[src/nvs_pkg.sv]
// Shared constants, types and helpers for the nonvolatile SRAM host controller.
// Assumes a single 10 MHz clock and a device that follows the pin protocol below.
package nvs_pkg;

  // ---------------------------------------------------------------------------
  // Widths and software sequence addresses
  // ---------------------------------------------------------------------------
  localparam int ADDR_W = 11;
  localparam int DATA_W = 8;
  localparam int SEQ_LEN = 6;
  localparam logic [2:0] SEQ_LAST = 3'h5;
  localparam logic [10:0] SEQ_A0 = 11'h000;
  localparam logic [10:0] SEQ_A1 = 11'h555;
  localparam logic [10:0] SEQ_A2 = 11'h2aa;
  localparam logic [10:0] SEQ_A3 = 11'h7ff;
  localparam logic [10:0] SEQ_A4 = 11'h0f0;
  localparam logic [10:0] SEQ_STORE = 11'h70f;
  localparam logic [10:0] SEQ_RECALL = 11'h70e;
  localparam logic [10:0] SEQ_RESERVED = 11'h39c;

  // ---------------------------------------------------------------------------
  // Times and cycle counts
  // ---------------------------------------------------------------------------
  localparam int CLK_PERIOD_NS = 100;
  localparam int STORE_TIME_MS = 10;
  localparam int RECALL_TIME_US = 20;
  localparam int RESTORE_TIME_US = 650;
  localparam int INIT_TIME_NS = 25;
  localparam int ACCESS_TIME_NS = 35;
  // The host must wait out the device maximum, so every count rounds up.
  localparam int STORE_CYC = (STORE_TIME_MS * 1000000 + CLK_PERIOD_NS - 1) / CLK_PERIOD_NS;
  localparam int RECALL_CYC = (RECALL_TIME_US * 1000 + CLK_PERIOD_NS - 1) / CLK_PERIOD_NS;
  localparam int RESTORE_CYC = (RESTORE_TIME_US * 1000 + CLK_PERIOD_NS - 1) / CLK_PERIOD_NS;
  localparam int INIT_CYC = (INIT_TIME_NS + CLK_PERIOD_NS - 1) / CLK_PERIOD_NS;
  localparam int ACCESS_CYC = (ACCESS_TIME_NS + CLK_PERIOD_NS - 1) / CLK_PERIOD_NS;
  localparam int TMR_W = 17;

  // ---------------------------------------------------------------------------
  // Types
  // ---------------------------------------------------------------------------
  typedef enum logic [2:0] {
    OP_READ = 3'h0,
    OP_WRITE = 3'h1,
    OP_SW_STORE = 3'h2,
    OP_SW_RECALL = 3'h3,
    OP_HW_STORE = 3'h4,
    OP_HW_RECALL = 3'h5
  } nvs_op_e;

  // Gray codes along boot, idle, setup, strobe, hold, wait.
  typedef enum logic [2:0] {
    ST_BOOT = 3'h0,
    ST_IDLE = 3'h1,
    ST_SETUP = 3'h3,
    ST_STROBE = 3'h2,
    ST_HOLD = 3'h6,
    ST_WAIT = 3'h7
  } nvs_state_e;

  typedef struct packed {
    nvs_op_e op;
    logic [10:0] addr;
    logic [7:0] data;
  } nvs_cmd_s;

  typedef struct packed {
    logic chip_sel_n;
    logic out_en_n;
    logic wr_en_n;
    logic nonvolatile_select_n;
    logic [10:0] byte_location_inputs;
  } nvs_pins_s;

  localparam nvs_pins_s PINS_IDLE = '{1'b1, 1'b1, 1'b1, 1'b1, 11'h000};

  // Address of step idx of a software sequence; the last step picks the transfer.
  function automatic logic [10:0] seq_addr(input logic [2:0] idx, input logic recall);
    logic [10:0] a;
    a = SEQ_A0;
    case (idx)
      3'h1: a = SEQ_A1;
      3'h2: a = SEQ_A2;
      3'h3: a = SEQ_A3;
      3'h4: a = SEQ_A4;
      3'h5: a = recall ? SEQ_RECALL : SEQ_STORE;
      default: a = SEQ_A0;
    endcase
    return a;
  endfunction

endpackage

[src/nvs_wait_timer.sv]
// Loadable down-counter that times strobes, device busy periods and power-up.
// Assumes the caller loads it only when it wants a fresh interval.
`timescale 1ns/100ps
module nvs_wait_timer #(
  parameter int W = 17,
  parameter logic [W-1:0] RESET_VAL = '0
) (
  input wire logic ref_clk, // Clock.
  input wire logic rst_n, // Synchronised active-low reset.
  input wire logic clk_en, // Freezes the count while low.
  input wire logic load, // Starts a new interval.
  input wire logic [W-1:0] load_val, // Cycles left after the load edge.
  output logic expired // High while the count is zero.
);

  logic [W-1:0] count_r;

  // Load wins over counting; the count stops at zero.
  always_ff @(posedge ref_clk or negedge rst_n) begin
    if (!rst_n) begin
      count_r <= RESET_VAL;
    end else if (clk_en) begin
      if (load) begin
        count_r <= load_val;
      end else if (count_r != '0) begin
        count_r <= count_r - 1'b1;
      end
    end
  end

  assign expired = (count_r == '0);

endmodule

[src/nvs_host_ctrl.sv]
// Host controller for a 2K x 8 SRAM with nonvolatile shadow cells.
// Assumes the device pins are sampled on ref_clk and pad logic resolves the data bus.
`timescale 1ns/100ps
module nvs_host_ctrl #(
  parameter int STORE_CYCLES = nvs_pkg::STORE_CYC, // Store busy wait.
  parameter int RESTORE_CYCLES = nvs_pkg::RESTORE_CYC // Power-up wait.
) (
  input wire logic ref_clk, // 10 MHz clock.
  input wire logic rst_n, // Asynchronous active-low reset.
  input wire logic clk_en, // Freezes all state but the reset synchroniser while low.
  input wire logic cmd_valid, // Command offered.
  output logic cmd_ready, // Command taken when both high.
  input wire nvs_pkg::nvs_cmd_s cmd, // Operation, address and write data.
  output logic rsp_valid, // One-cycle pulse when a command finishes.
  output logic [7:0] rsp_data, // Byte from the last read.
  output nvs_pkg::nvs_pins_s pins, // Control and address pins of the device.
  input wire logic [7:0] bus_in, // Level seen on the byte bus.
  output logic [7:0] bus_out, // Byte driven onto the bus.
  output logic bus_oe // High while the host drives the bus.
);

  // ---------------------------------------------------------------------------
  // Reset release
  // ---------------------------------------------------------------------------
  logic [1:0] rst_sync_r;
  logic rst_sync_n;

  // Two flops so the release is synchronous to ref_clk.
  always_ff @(posedge ref_clk or negedge rst_n) begin
    if (!rst_n) begin
      rst_sync_r <= 2'h0;
    end else begin
      rst_sync_r <= {rst_sync_r[0], 1'b1};
    end
  end

  assign rst_sync_n = rst_sync_r[1];

  // ---------------------------------------------------------------------------
  // Sequencer state
  // ---------------------------------------------------------------------------
  nvs_pkg::nvs_state_e state_r, state_nxt;
  nvs_pkg::nvs_cmd_s cmd_r;
  nvs_pkg::nvs_pins_s pins_r, pins_nxt;
  logic [2:0] idx_r;
  logic [7:0] rsp_data_r, bus_out_r;
  logic rsp_valid_r, bus_oe_r;
  logic tmr_load, tmr_exp;
  logic [nvs_pkg::TMR_W-1:0] tmr_val;
  logic is_seq, is_last, is_write, is_read, long_wait, accept;
  logic [10:0] addr_sel;
  nvs_pkg::nvs_cmd_s cmd_nx;
  logic [2:0] idx_nx;
  logic step_adv;

  localparam logic [nvs_pkg::TMR_W-1:0] INIT_LEN = nvs_pkg::TMR_W'(nvs_pkg::INIT_CYC - 1);
  localparam logic [nvs_pkg::TMR_W-1:0] ACC_LEN = nvs_pkg::TMR_W'(nvs_pkg::ACCESS_CYC - 1);
  localparam logic [nvs_pkg::TMR_W-1:0] STORE_LEN = nvs_pkg::TMR_W'(STORE_CYCLES - 1);
  localparam logic [nvs_pkg::TMR_W-1:0] RECALL_LEN = nvs_pkg::TMR_W'(nvs_pkg::RECALL_CYC - 1);
  localparam logic [nvs_pkg::TMR_W-1:0] RESTORE_LEN = nvs_pkg::TMR_W'(RESTORE_CYCLES - 1);

  // Command decode; the sequence flags steer the address and the end of a step.
  assign accept = cmd_valid && cmd_ready;
  assign is_seq = (cmd_r.op == nvs_pkg::OP_SW_STORE) || (cmd_r.op == nvs_pkg::OP_SW_RECALL);
  assign is_last = (idx_r == nvs_pkg::SEQ_LAST);
  assign is_write = (cmd_r.op == nvs_pkg::OP_WRITE);
  assign is_read = (cmd_r.op == nvs_pkg::OP_READ);
  assign long_wait = !is_write && !is_read;
  // A step's pins are decoded from the command and step that take effect at the same edge.
  // Decoding from the latched copy would put out the previous command's address for one step.
  assign step_adv = (state_r == nvs_pkg::ST_HOLD) && is_seq && !is_last;
  assign cmd_nx = accept ? cmd : cmd_r;
  assign idx_nx = accept ? 3'h0 : (step_adv ? idx_r + 3'h1 : idx_r);
  assign addr_sel = (cmd_nx.op == nvs_pkg::OP_SW_STORE || cmd_nx.op == nvs_pkg::OP_SW_RECALL) ?
                    nvs_pkg::seq_addr(idx_nx, cmd_nx.op == nvs_pkg::OP_SW_RECALL) : cmd_nx.addr;
  // Only idle accepts, so nothing can slip between the six reads.
  assign cmd_ready = (state_r == nvs_pkg::ST_IDLE);

  // Next state and timer loads.
  always_comb begin
    state_nxt = state_r;
    tmr_load = 1'b0;
    tmr_val = '0;
    case (state_r)
      nvs_pkg::ST_BOOT: begin
        if (tmr_exp) state_nxt = nvs_pkg::ST_IDLE;
      end
      nvs_pkg::ST_IDLE: begin
        if (cmd_valid) state_nxt = nvs_pkg::ST_SETUP;
      end
      nvs_pkg::ST_SETUP: begin
        state_nxt = nvs_pkg::ST_STROBE;
        tmr_load = 1'b1;
        // Hardware cycles hold the trigger for the initiation time, accesses for access time.
        tmr_val = (cmd_r.op == nvs_pkg::OP_HW_STORE || cmd_r.op == nvs_pkg::OP_HW_RECALL) ? INIT_LEN : ACC_LEN;
      end
      nvs_pkg::ST_STROBE: begin
        if (tmr_exp) state_nxt = nvs_pkg::ST_HOLD;
      end
      nvs_pkg::ST_HOLD: begin
        if (is_seq && !is_last) begin
          state_nxt = nvs_pkg::ST_SETUP;
        end else if (long_wait) begin
          state_nxt = nvs_pkg::ST_WAIT;
          tmr_load = 1'b1;
          // Device ignores all pins while busy, so the host simply waits it out.
          tmr_val = (cmd_r.op == nvs_pkg::OP_SW_STORE || cmd_r.op == nvs_pkg::OP_HW_STORE) ? STORE_LEN : RECALL_LEN;
        end else begin
          state_nxt = nvs_pkg::ST_IDLE;
        end
      end
      nvs_pkg::ST_WAIT: begin
        if (tmr_exp) state_nxt = nvs_pkg::ST_IDLE;
      end
      default: state_nxt = nvs_pkg::ST_IDLE;
    endcase
  end

  // Pin levels for the coming cycle; every control pin returns high outside setup and strobe.
  // Hardware store: select and nonvolatile low first, write falls last so no SRAM write happens.
  // Hardware recall: output enable and nonvolatile low first, select falls last, write held high.
  // Software sequence reads keep output enable high; detection does not depend on it.
  assign pins_nxt.chip_sel_n = !((state_nxt == nvs_pkg::ST_STROBE) ||
                                 (state_nxt == nvs_pkg::ST_SETUP && cmd_nx.op == nvs_pkg::OP_HW_STORE));
  assign pins_nxt.out_en_n = !((state_nxt == nvs_pkg::ST_STROBE && is_read) ||
                               ((state_nxt == nvs_pkg::ST_SETUP || state_nxt == nvs_pkg::ST_STROBE) &&
                                cmd_nx.op == nvs_pkg::OP_HW_RECALL));
  assign pins_nxt.wr_en_n = !(state_nxt == nvs_pkg::ST_STROBE &&
                              (is_write || cmd_r.op == nvs_pkg::OP_HW_STORE));
  assign pins_nxt.nonvolatile_select_n = !((state_nxt == nvs_pkg::ST_SETUP || state_nxt == nvs_pkg::ST_STROBE) &&
                                           (cmd_nx.op == nvs_pkg::OP_HW_STORE ||
                                            cmd_nx.op == nvs_pkg::OP_HW_RECALL));
  // The address changes only when a new step begins, so it is stable through the write.
  assign pins_nxt.byte_location_inputs = (state_nxt == nvs_pkg::ST_SETUP) ? addr_sel
                                         : pins_r.byte_location_inputs;

  // State, pin and timer-independent registers.
  always_ff @(posedge ref_clk or negedge rst_sync_n) begin
    if (!rst_sync_n) begin
      state_r <= nvs_pkg::ST_BOOT;
      pins_r <= nvs_pkg::PINS_IDLE;
    end else if (clk_en) begin
      state_r <= state_nxt;
      pins_r <= pins_nxt;
    end
  end

  // Command latch and sequence step; the step restarts with every accepted command.
  always_ff @(posedge ref_clk or negedge rst_sync_n) begin
    if (!rst_sync_n) begin
      cmd_r <= '{nvs_pkg::OP_READ, 11'h000, 8'h00};
      idx_r <= 3'h0;
    end else if (clk_en) begin
      cmd_r <= cmd_nx;
      idx_r <= idx_nx;
    end
  end

  // Data bus: write data is driven through strobe and hold, read data is caught at strobe end.
  always_ff @(posedge ref_clk or negedge rst_sync_n) begin
    if (!rst_sync_n) begin
      bus_out_r <= 8'h00;
      bus_oe_r <= 1'b0;
      rsp_data_r <= 8'h00;
      rsp_valid_r <= 1'b0;
    end else if (clk_en) begin
      bus_out_r <= cmd_r.data;
      bus_oe_r <= is_write && (state_nxt == nvs_pkg::ST_STROBE || state_nxt == nvs_pkg::ST_HOLD);
      if (state_r == nvs_pkg::ST_STROBE && tmr_exp && is_read) rsp_data_r <= bus_in;
      rsp_valid_r <= (state_nxt == nvs_pkg::ST_IDLE) &&
                     (state_r == nvs_pkg::ST_HOLD || state_r == nvs_pkg::ST_WAIT);
    end
  end

  nvs_wait_timer #(
    .W(nvs_pkg::TMR_W),
    .RESET_VAL(RESTORE_LEN)
  ) u_timer (
    .ref_clk(ref_clk),
    .rst_n(rst_sync_n),
    .clk_en(clk_en),
    .load(tmr_load),
    .load_val(tmr_val),
    .expired(tmr_exp)
  );

  assign pins = pins_r;
  assign bus_out = bus_out_r;
  assign bus_oe = bus_oe_r;
  assign rsp_valid = rsp_valid_r;
  assign rsp_data = rsp_data_r;

  // ---------------------------------------------------------------------------
  // Checks
  // ---------------------------------------------------------------------------
  logic seq_strobe;
  assign seq_strobe = is_seq && !pins_r.chip_sel_n;

  a_seq_write_high: assert property (@(posedge ref_clk) disable iff (!rst_sync_n)
    seq_strobe |-> pins_r.wr_en_n && pins_r.nonvolatile_select_n)
    else $error("Write or nonvolatile select low inside a software sequence.");
  a_seq_first_addr: assert property (@(posedge ref_clk) disable iff (!rst_sync_n)
    seq_strobe && idx_r == 3'h0 |-> pins_r.byte_location_inputs == nvs_pkg::SEQ_A0)
    else $error("Software sequence does not open at address zero.");
  a_seq_store_end: assert property (@(posedge ref_clk) disable iff (!rst_sync_n)
    seq_strobe && is_last && cmd_r.op == nvs_pkg::OP_SW_STORE |-> pins_r.byte_location_inputs == nvs_pkg::SEQ_STORE)
    else $error("Store sequence ends at the wrong address.");
  a_seq_recall_end: assert property (@(posedge ref_clk) disable iff (!rst_sync_n)
    seq_strobe && is_last && cmd_r.op == nvs_pkg::OP_SW_RECALL |-> pins_r.byte_location_inputs == nvs_pkg::SEQ_RECALL)
    else $error("Recall sequence ends at the wrong address.");
  a_seq_no_reserved: assert property (@(posedge ref_clk) disable iff (!rst_sync_n)
    seq_strobe |-> pins_r.byte_location_inputs != nvs_pkg::SEQ_RESERVED)
    else $error("Reserved test address issued in a sequence.");
  a_seq_one_pulse: assert property (@(posedge ref_clk) disable iff (!rst_sync_n || !clk_en)
    $fell(pins_r.chip_sel_n) && is_seq |=> pins_r.chip_sel_n ##1 pins_r.chip_sel_n)
    else $error("Sequence select pulse is not a single cycle.");
  a_seq_atomic: assert property (@(posedge ref_clk) disable iff (!rst_sync_n || !clk_en)
    is_seq && state_r == nvs_pkg::ST_HOLD && !is_last |=> state_r == nvs_pkg::ST_SETUP && !cmd_ready)
    else $error("Command accepted in the middle of a sequence.");
  a_write_addr_hold: assert property (@(posedge ref_clk) disable iff (!rst_sync_n)
    $rose(pins_r.wr_en_n) && is_write |-> $stable(pins_r.byte_location_inputs))
    else $error("Address moved at the end of a write.");
  a_write_oe_high: assert property (@(posedge ref_clk) disable iff (!rst_sync_n)
    !pins_r.wr_en_n || bus_oe_r |-> pins_r.out_en_n)
    else $error("Output enable low while writing.");

  c_sw_store: cover property (@(posedge ref_clk) seq_strobe && pins_r.byte_location_inputs == nvs_pkg::SEQ_STORE);
  c_sw_recall: cover property (@(posedge ref_clk) seq_strobe && pins_r.byte_location_inputs == nvs_pkg::SEQ_RECALL);
  c_hw_store: cover property (@(posedge ref_clk) !pins_r.wr_en_n && !pins_r.nonvolatile_select_n);
  c_write_done: cover property (@(posedge ref_clk) rsp_valid_r && is_write);

endmodule

[config.mk]
export PLATFORM = sky130hd
export DESIGN_NAME = nvs_host_ctrl
export DESIGN_NICKNAME = d
export VERILOG_FILES = /design/src/nvs_pkg.sv /design/src/nvs_wait_timer.sv /design/src/nvs_host_ctrl.sv
export SDC_FILE = /design/constraint.sdc
export NUM_CORES = 1
export LEC_CHECK = 0
export BUFFER_PORTS_ARGS = -buffer_cell sky130_fd_sc_hd__buf_4
export CORE_MARGIN = 4
export CORE_UTILIZATION = 40
export DETAILED_ROUTE_END_ITERATION = 7
export GPL_TIMING_DRIVEN = 0
export PLACE_DENSITY_LB_ADDON = 0.05
export SYNTH_ARGS = -nofsm -noshare
export SYNTH_HDL_FRONTEND = slang
export SYNTH_SLANG_ARGS = --single-unit
export TNS_END_PERCENT = 1
[constraint.sdc]
create_clock -name ref_clk -period 3.2 [get_ports ref_clk]
set_input_delay 0.64 -clock ref_clk [delete_from_list [all_inputs] [get_ports ref_clk]]
set_output_delay 0.64 -clock ref_clk [all_outputs]
set_load 0.02 [all_outputs]
# Word-level counts from Yosys, hierarchy flattened
# Index checks and enable logic that the tools add are counted.
op_classes:
  add_sub_neg: 2
  n_eq_ne: 23
  muxes: 21
  n_reduce_logical: 41
ops:
  columns: ["operator", "count"]
  rows:
  - ["$mux 17", 6]
  - ["$pmux 11 s5", 1]
  - ["$eq 3x2->1 const B", 10]
  - ["$eq 3x3->1 const B", 9]
  - ["$mux 22", 1]
  - ["$mux 3", 7]
  - ["$logic_not 17->1", 1]
  - ["$reduce_bool 17->1", 1]
  - ["$sub 17x1->17 const B", 1]
  - ["$pmux 3 s5", 1]
  - ["$logic_and 1x1->1", 14]
  - ["$eq 3x1->1 const B", 4]
  - ["$mux 11", 1]
  - ["$logic_or 1x1->1", 10]
  - ["$reduce_and 2->1", 4]
  - ["$logic_not 1->1", 7]
  - ["$logic_not 3->1", 2]
  - ["$add 3x1->3 const B", 1]
  - ["$mux 1", 3]
  - ["$pmux 1 s2", 1]
  - ["$reduce_bool 2->1", 1]
  - ["$reduce_or 2->1", 1]
word_totals:
  ff_bits: 80
  inputBits: 34
  out_inout_bits: 34
  elab_cells: 103

# Longest topological paths before layout
# Gate-level depths: netlist (run 1).
logic_depth:
  word_depth: 11
  mapped_depth: 9
  ltp_nobuf: 7

# Modules after synthesis
# From an unflattened synthesis (run 1), not the netlist that was laid out.
unflattened:
  cells_unflattened: 423
  area_unflattened_um2: 4371.7
modules_own_cells:
  columns: ["mod", "instances", "cells_each", "area_each_um2", "seq_area_each_um2"]
  rows:
  - ["nvs_host_ctrl", 1, 276, 3133.0, 1581.5]
  - ["nvs_wait_timer", 1, 147, 1238.7, 434.2]

# Worst setup path before layout (run 1)
# OpenSTA, ideal clock, no wires.
synth_path:
  path_type: "reg2reg"
  startpoint: "reg u_timer.count_r[0]"
  endpoint: "reg rsp_data_r[4] (netlist: rsp_data[4])"
  setup_ps: 125
  arrival_ps: 2432
  required_time_ps: 3075
  slack_ps: 643
  path_stages_with_launch: 9
  n_path_buf: 1
  synth_period_minus_slack_ps: 2557
  cell_sequence: "dfstp_2 -> inv_1 -> ha_1 -> or4b_2 -> or4_1 -> buf_6 -> nor3_4 -> nand4b_4 -> mux2_4"
synth_between:
  elab_chain_len: 4
synth_rtl:
  columns: ["element", "line_no", "text"]
  rows:
  - ["from (decl)", "nvs_wait_timer.sv:16", "logic [W-1:0] count_r;"]
  - ["from (signal assigned)", "nvs_wait_timer.sv:24", "count_r <= load_val;"]
  - ["from (signal assigned)", "nvs_wait_timer.sv:26", "count_r <= count_r - 1'b1;"]
  - ["$logic_not 17->1", "nvs_wait_timer.sv:31", "assign expired = (count_r == '0);"]
  - ["$logic_and 1x1->1 (2 in a row)", "nvs_host_ctrl.sv:169", "if (state_r == nvs_pkg::ST_STROBE && tmr_exp && is_read) rsp_data_r <= bus_in;"]
  - ["$reduce_and 2->1 (no line)", null, null]
  - ["to (signal assigned)", "nvs_host_ctrl.sv:169", null]
  - ["to (decl)", "nvs_host_ctrl.sv:46", "logic [7:0] rsp_data_r, bus_out_r;"]
# No other way between the ends.
# A chain may end at the register's enable or synchronous reset.

# Final worst setup path (run 1)
layout_path:
  startpoint: "reg u_timer.count_r[0]"
  endpoint: "reg u_timer.count_r[7]"
layout_between:
  elab_chain_len: 3
  word_cells_on_any_way: 6
  classes_between: "1 x add/sub; 2 x mux; 3 x reduce/logical"
layout_rtl:
  columns: ["element", "line_no"]
  rows:
  - ["$sub 17x1->17 / $reduce_bool 17->1 (equally long branches)", "nvs_wait_timer.sv:26, nvs_wait_timer.sv:25"]
  - ["$mux 17 / $reduce_bool 2->1 (equally long branches)", null]
  - ["$mux 17 / $reduce_and 2->1 (equally long branches)", null]
# Parallel ways exist; a longest one is shown, timed or not. The select of a mux whose other input is x is not followed.

==> reports/metrics.cfg, run 1 <==
[placed_design]
routabilityCongestion=0.8486
dp_slack_ns=0.4054
dp_hpwl_um=7128
port_buffers=67
dp_cells=608
place_area_mm2=0.004820

[global_routing]
grt_antenna_before_repair=0
grt_pass1_vias=3415
grt_max_degree=47
grt_remaining_overflow=0
grt_util_all_layers_pct=17.79
grt_pass1_wl_um=16660

[route]
drc=0
wl_per_cell_um=16.06
drt-initial-drc-count=220
first_pass_iters=4
wirelength_um=10020
final_antenna_net_count=0
via_count=3382
viasPerCell=5.420

[clock_tree]
post_cts_buffers=0
clock_path_buffers=2
postCtsHoldBufs=0
clock-sinks=80
cts-htree-levels=3
cts_resized=0
cts.reportedPaths.clkPinSlew_ns=0.08
cts_root_buf=clkbuf_8
cts_tree=done
worstSkewPairLatency_ns=0.36
cts_buffers=9

[die]
initial_core_util_pct=41.57
rows=36
die_w_um=109.5
die_h_um=109.5
die_area_mm2=0.01198
core_mm2=0.009910
ios=68

[outcome]
status=complete, no violations

[pwr]
ir_drop_mv=0.3966
p_per_area_mw_per_mm2=851.4
leakage_nw=2.210

[timing]
setup_ws_ns=0.3926
setup_viol=0
rsz0062_at_grt=false
max_freq_mhz=356.2
hold_viol_final=0
fin_crit_sh_pct=87.73
drv_slew=0
slew_headroom_pct=31.29
min_period_ns=2.807
holdWs_ns=0.04411
fin_skew_ns=0.008554
worstMarginPinSlew_ns=1.024

[final_layout]
fin_cells=624
utilization_pct=50.58
postLayoutCellArea_mm2=0.005012
drive_gt1_share_pct=30.35
nets=524
n_antenna_cell=0
area_delta_synth_final_pct=21.69

[logic_synthesis]
syn-instance-count=407
synth_seq_cells=80
syn_avg_cell_area_um2=10.12
ys_seq_area_share_pct=48.94
syn_area_mm2=0.004119
synth_top_cell_by_area=dfrtp_1
synth_edf_count=0
yosys_most_used_dff=dfrtp_1
synth.net_count=445
async_reset_ff_share_pct=100.0
ys_warn_count=0
synthTopCellsByArea=dfrtp_1 (42%), mux2_2 (9.8%), dfstp_2 (7.0%), a21oi_1 (4.0%), nand2_1 (3.6%)
yosysUniqueCellTypes=61
synth_top_area_share_pct=41.92

[worst_setup_path]
regToRegSetupSlack_ns=0.39
start_kind=flip-flop
path_class=flip-flop to flip-flop
worstPathRequired_ns=3.43
path_max_fanout=10
endpoint_kind=flip-flop
r2r_start=u_timer.count_r[0]
r2r_cells=8
rr_endpoint=u_timer.count_r[7]
worstPathArrival_ns=3.04

[flow_run]
maxCapViolations=0

[min_path]
hold_class=input port to asynchronous set/reset pin

power breakdown:
group          internal [W]  switching, W
clock              0.000328      0.000395
sequential          0.00144      0.000269
combinational      0.000801       0.00104
total               0.00256       0.00170
critical path, cell delays in order (launching register included):
cell and delay [ns]:
dfstp_2 0.37, inv_1 0.13, ha_1 0.16, or4b_2 0.58, or4_1 0.44, buf_6 0.17
o31ai_4 0.44, buf_2 0.29, o21ai_0 0.11
synthesized netlist by cell type (5+ instances only):
cell type / count
dfrtp_1: 69
nand2_1: 40
mux2_2: 36
a21oi_1: 33
nor2_1: 31
o21ai_0: 29
clkbuf_1: 15
inv_1: 12
nor3_1: 12
a31oi_1: 11
dfstp_2: 11
mux2i_1: 8
or4_1: 8
o31ai_1: 6
or3_1: 6
buf_1: 5
worst max-delay path by stage:
stage | start | to | slack, ns
after floorplan | u_timer.count_r[0] | rsp_data[4] | 0.64
after global placement | rst_sync_r[1] | rsp_data[2] | -0.27
after detailed placement | u_timer.count_r[0] | rsp_data[4] | 0.41
after CTS | u_timer.count_r[0] | rsp_data[4] | 0.38
after global routing | state_r[0] | pins[5] | 0.05
final | u_timer.count_r[0] | u_timer.count_r[7] | 0.39
placed cells by master (no fill, tap or decap), drive strengths merged, types with 2 or more instances in the layout:
master    count
buf          77
xnor2         2
and2          2
o22ai         2
dfrtp        69
o31ai         7
nor4          4
nand3         4
dfstp        11
a311oi        4
ha            4
a31oi        11
nor2b         3
a21oi        33
clkbuf       26
clkinv        3
clkinvlp      2
nand3b        3
nand2b        4
or3           6
or4           9
nor3         14
inv          12
a211oi        5
o21ai        30
mux2i         8
or2           2
nand2        40
o211ai        2
nor2         31
mux2         38
metrics by stage:
stage,setup TNS (ns),power [W]
final,0,0.004268
after global routing,0,0.004616
after CTS,0,0.004316
after detailed placement,0,0.003574
after global placement,-17.97,0.003538
after floorplan,0,0.002959
final cells by class:
type	instances	area (um2)
buffer	24	107.6
clock buffer	11	151.4
clock inverter	5	41.29
fill	960	4897
inverter	12	45.04
multi-input combinational	291	1951
sequential	80	2019
tap	133	166.4
timing repair buffer	68	530.5
routing by layer:
layer | global-route usage [%] | wire length (um) | part of all wire (%) | vias to the layer above
met4 | 6.768 | 161 | 1.6 | 0
met2 | 27.94 | 4724 | 47 | 78
met1 | 23.23 | 4549 | 45 | 1643
met5 | 0 | 0 | 0 | -
li1 | - | - | - | 1643
met3 | 5.226 | 587 | 5.9 | 18
registers in the layout, summed over array words and instances, names as in the netlist:
name and flops:
rsp_data 8, cmd_r 22, bus_out 8, bus_oe 1, state_r 3, rst_sync_r 2
idx_r 3, rsp_valid 1, pins 15, u_timer.count_r 17
kinds of logic after synthesis:
| family | share of synthesized area (%) |
|---|---|
| other | 0.09104 |
| and+or+nand+nor | 17.22 |
| xor gates and xnor gates | 0.6380 |
| buffers and inverters | 3.706 |
| AOI/OAI and AO/OA | 15.67 |
| DFF | 48.94 |
| adders and majority gates | 1.215 |
| muxes | 12.52 |
Note: power is estimated with default switching activity, not from simulation.
==> inputs of run 2 (changes only) <==
Settings changed: CORE_UTILIZATION 40 to 56.
==> run 2 against run 1 <==
Against the previous run: sequential power about the same; via count increased by 1.1%; final cell count decreased by 5.4%; total power increased by 1.1%; die area decreased by 27%; routed wire length decreased by 6.0%; combinational power about the same; non-clock buffer count unchanged; register-to-register slack got worse by 0.07 ns; first-iteration DRC count decreased by 26%; worst hold slack improved by 0.0038 ns; clock skew increased by 0.0042 ns.
==> reports/metrics.cfg, run 2 (same netlist as run 1, synthesis figures left out) <==
[outcome]
status=complete, no violations

[route]
wirelength_um=9416
first_pass_iters=5
final_antenna_net_count=0
viasPerCell=5.795
drt-initial-drc-count=162
wl_per_cell_um=15.96
drc=0
via_count=3419

[worst_setup_path]
path_max_fanout=10
path_class=flip-flop to flip-flop
worstPathArrival_ns=3.10
r2r_start=u_timer.count_r[0]
rr_endpoint=u_timer.count_r[15]
regToRegSetupSlack_ns=0.32
worstPathRequired_ns=3.43
crit_end=u_timer.count_r[15]
r2r_cells=8
start_kind=flip-flop
endpoint_kind=flip-flop
worstSetupStartpoint=u_timer.count_r[0]

[final_layout]
nets=524
area_delta_synth_final_pct=20.96
drive_gt1_share_pct=30.35
top_register=cmd_r
final_cell_mix=dfrtp_1 (68), buf_4 (67), nand2_1 (40)
layout_commonest_cell=dfrtp_1
largest_register_ffs=22
n_antenna_cell=0

[die]
die_h_um=93.76
initial_core_util_pct=57.09
die_area_mm2=0.008791
rows=31
die_w_um=93.76
core_mm2=0.007214
ios=68

[clock_tree]
post_cts_buffers=0
postCtsHoldBufs=0
cts_resized=0
clock-sinks=80
cts-htree-levels=3
worstSkewPairLatency_ns=0.36
clock_path_buffers=2
cts_root_buf=clkbuf_8
cts_tree=done
cts_buffers=9
cts.reportedPaths.clkPinSlew_ns=0.09

[placed_design]
dp_hpwl_um=6751
routabilityCongestion=0.8735
port_buffers=67

[global_routing]
grt_antenna_before_repair=0
grt_pass1_wl_um=16190
grt_util_all_layers_pct=23.03
grt_max_degree=46
grt_remaining_overflow=0
grt_pass1_vias=3406

[timing]
max_freq_mhz=347.6
worstMarginPinSlew_ns=0.9695
drv_slew=0
rsz0062_at_grt=false
holdWs_ns=0.04792
tns_ns=0
fin_skew_ns=0.01276
fin_crit_sh_pct=89.90
setup_viol=0
min_period_ns=2.877
slew_headroom_pct=34.98
hold_viol_final=0

[pwr]
ir_drop_mv=0.4600
p_per_area_mw_per_mm2=866.1
leakage_nw=2.218

[min_path]
hold_class=input port to asynchronous set/reset pin

[flow_run]
maxCapViolations=0

run 2: changes by cell type in the layout (fill, tap and decap cells not counted):
cell       previous run  this run
clkbuf_8             11        10
inv_6                 0         1
clkinv_2              0         1
bufinv_16             0         1
clkinv_4              3         1
run 2: metrics by stage:
step / utilization (%) / power (W) / cells / area, um2 / setup slack, ns
floorplan: - / 0.002959 / 407 / 4119 / 0.6430
global placement: 65.78 / 0.003492 / 573 / 4746 / -0.07764
detailed placement: 66.22 / 0.003559 / 574 / 4777 / 0.3667
CTS: 69.06 / 0.004332 / 590 / 4982 / 0.3360
global route: 69.06 / 0.004640 / 590 / 4982 / 0.1857
finish: 69.06 / 0.004315 / 590 / 4982 / 0.3233
run 2: cell type report:
cell class	instances	area, um2
clock inverter	6	67.56
buffer	24	107.6
fill	618	2232
timing repair buffer	68	530.5
inverter	12	45.04
clock buffer	10	137.6
sequential	80	2019
tap	99	123.9
multi-input combinational	291	1951
run 2: critical path, cell delays in order, from the launching register on:
cell and delay, ns:
dfstp_2 0.38, inv_1 0.12, ha_1 0.17, or4b_2 0.60, or4_1 0.44, buf_6 0.16, o31ai_4 0.46, buf_2 0.30
o21ai_0 0.12
run 2: worst min-delay path by stage:
stage | from | end | depth (start not counted)
finish | rst_n | rst_sync_r[0] | 1
global route | rst_n | rst_sync_r[0] | 1
CTS | rst_n | rst_sync_r[1] | 1
detailed placement | rst_sync_r[1] | state_r[1] | 0
global placement | rst_sync_r[0] | rst_sync_r[1] | 0
floorplan | rst_sync_r[0] | rst_sync_r[1] | 0
run 2: layer usage:
metal / track usage (%) / vias to the layer above / share of wire, %
li1: - / 1632 / -
met1: 31.89 / 1685 / 46
met2: 36.31 / 88 / 47
met3: 4.888 / 14 / 5.5
met4: 7.341 / 0 / 1.4
met5: 0 / - / 0
run 2: report_power, final:
group | leakage, nW | internal (W) | switching [W]
Sequential | 0.982 | 0.00144 | 0.000268
Combinational | 1.14 | 0.000801 | 0.00104
Clock | 0.0989 | 0.000384 | 0.000386
Total | 2.22 | 0.00262 | 0.00169
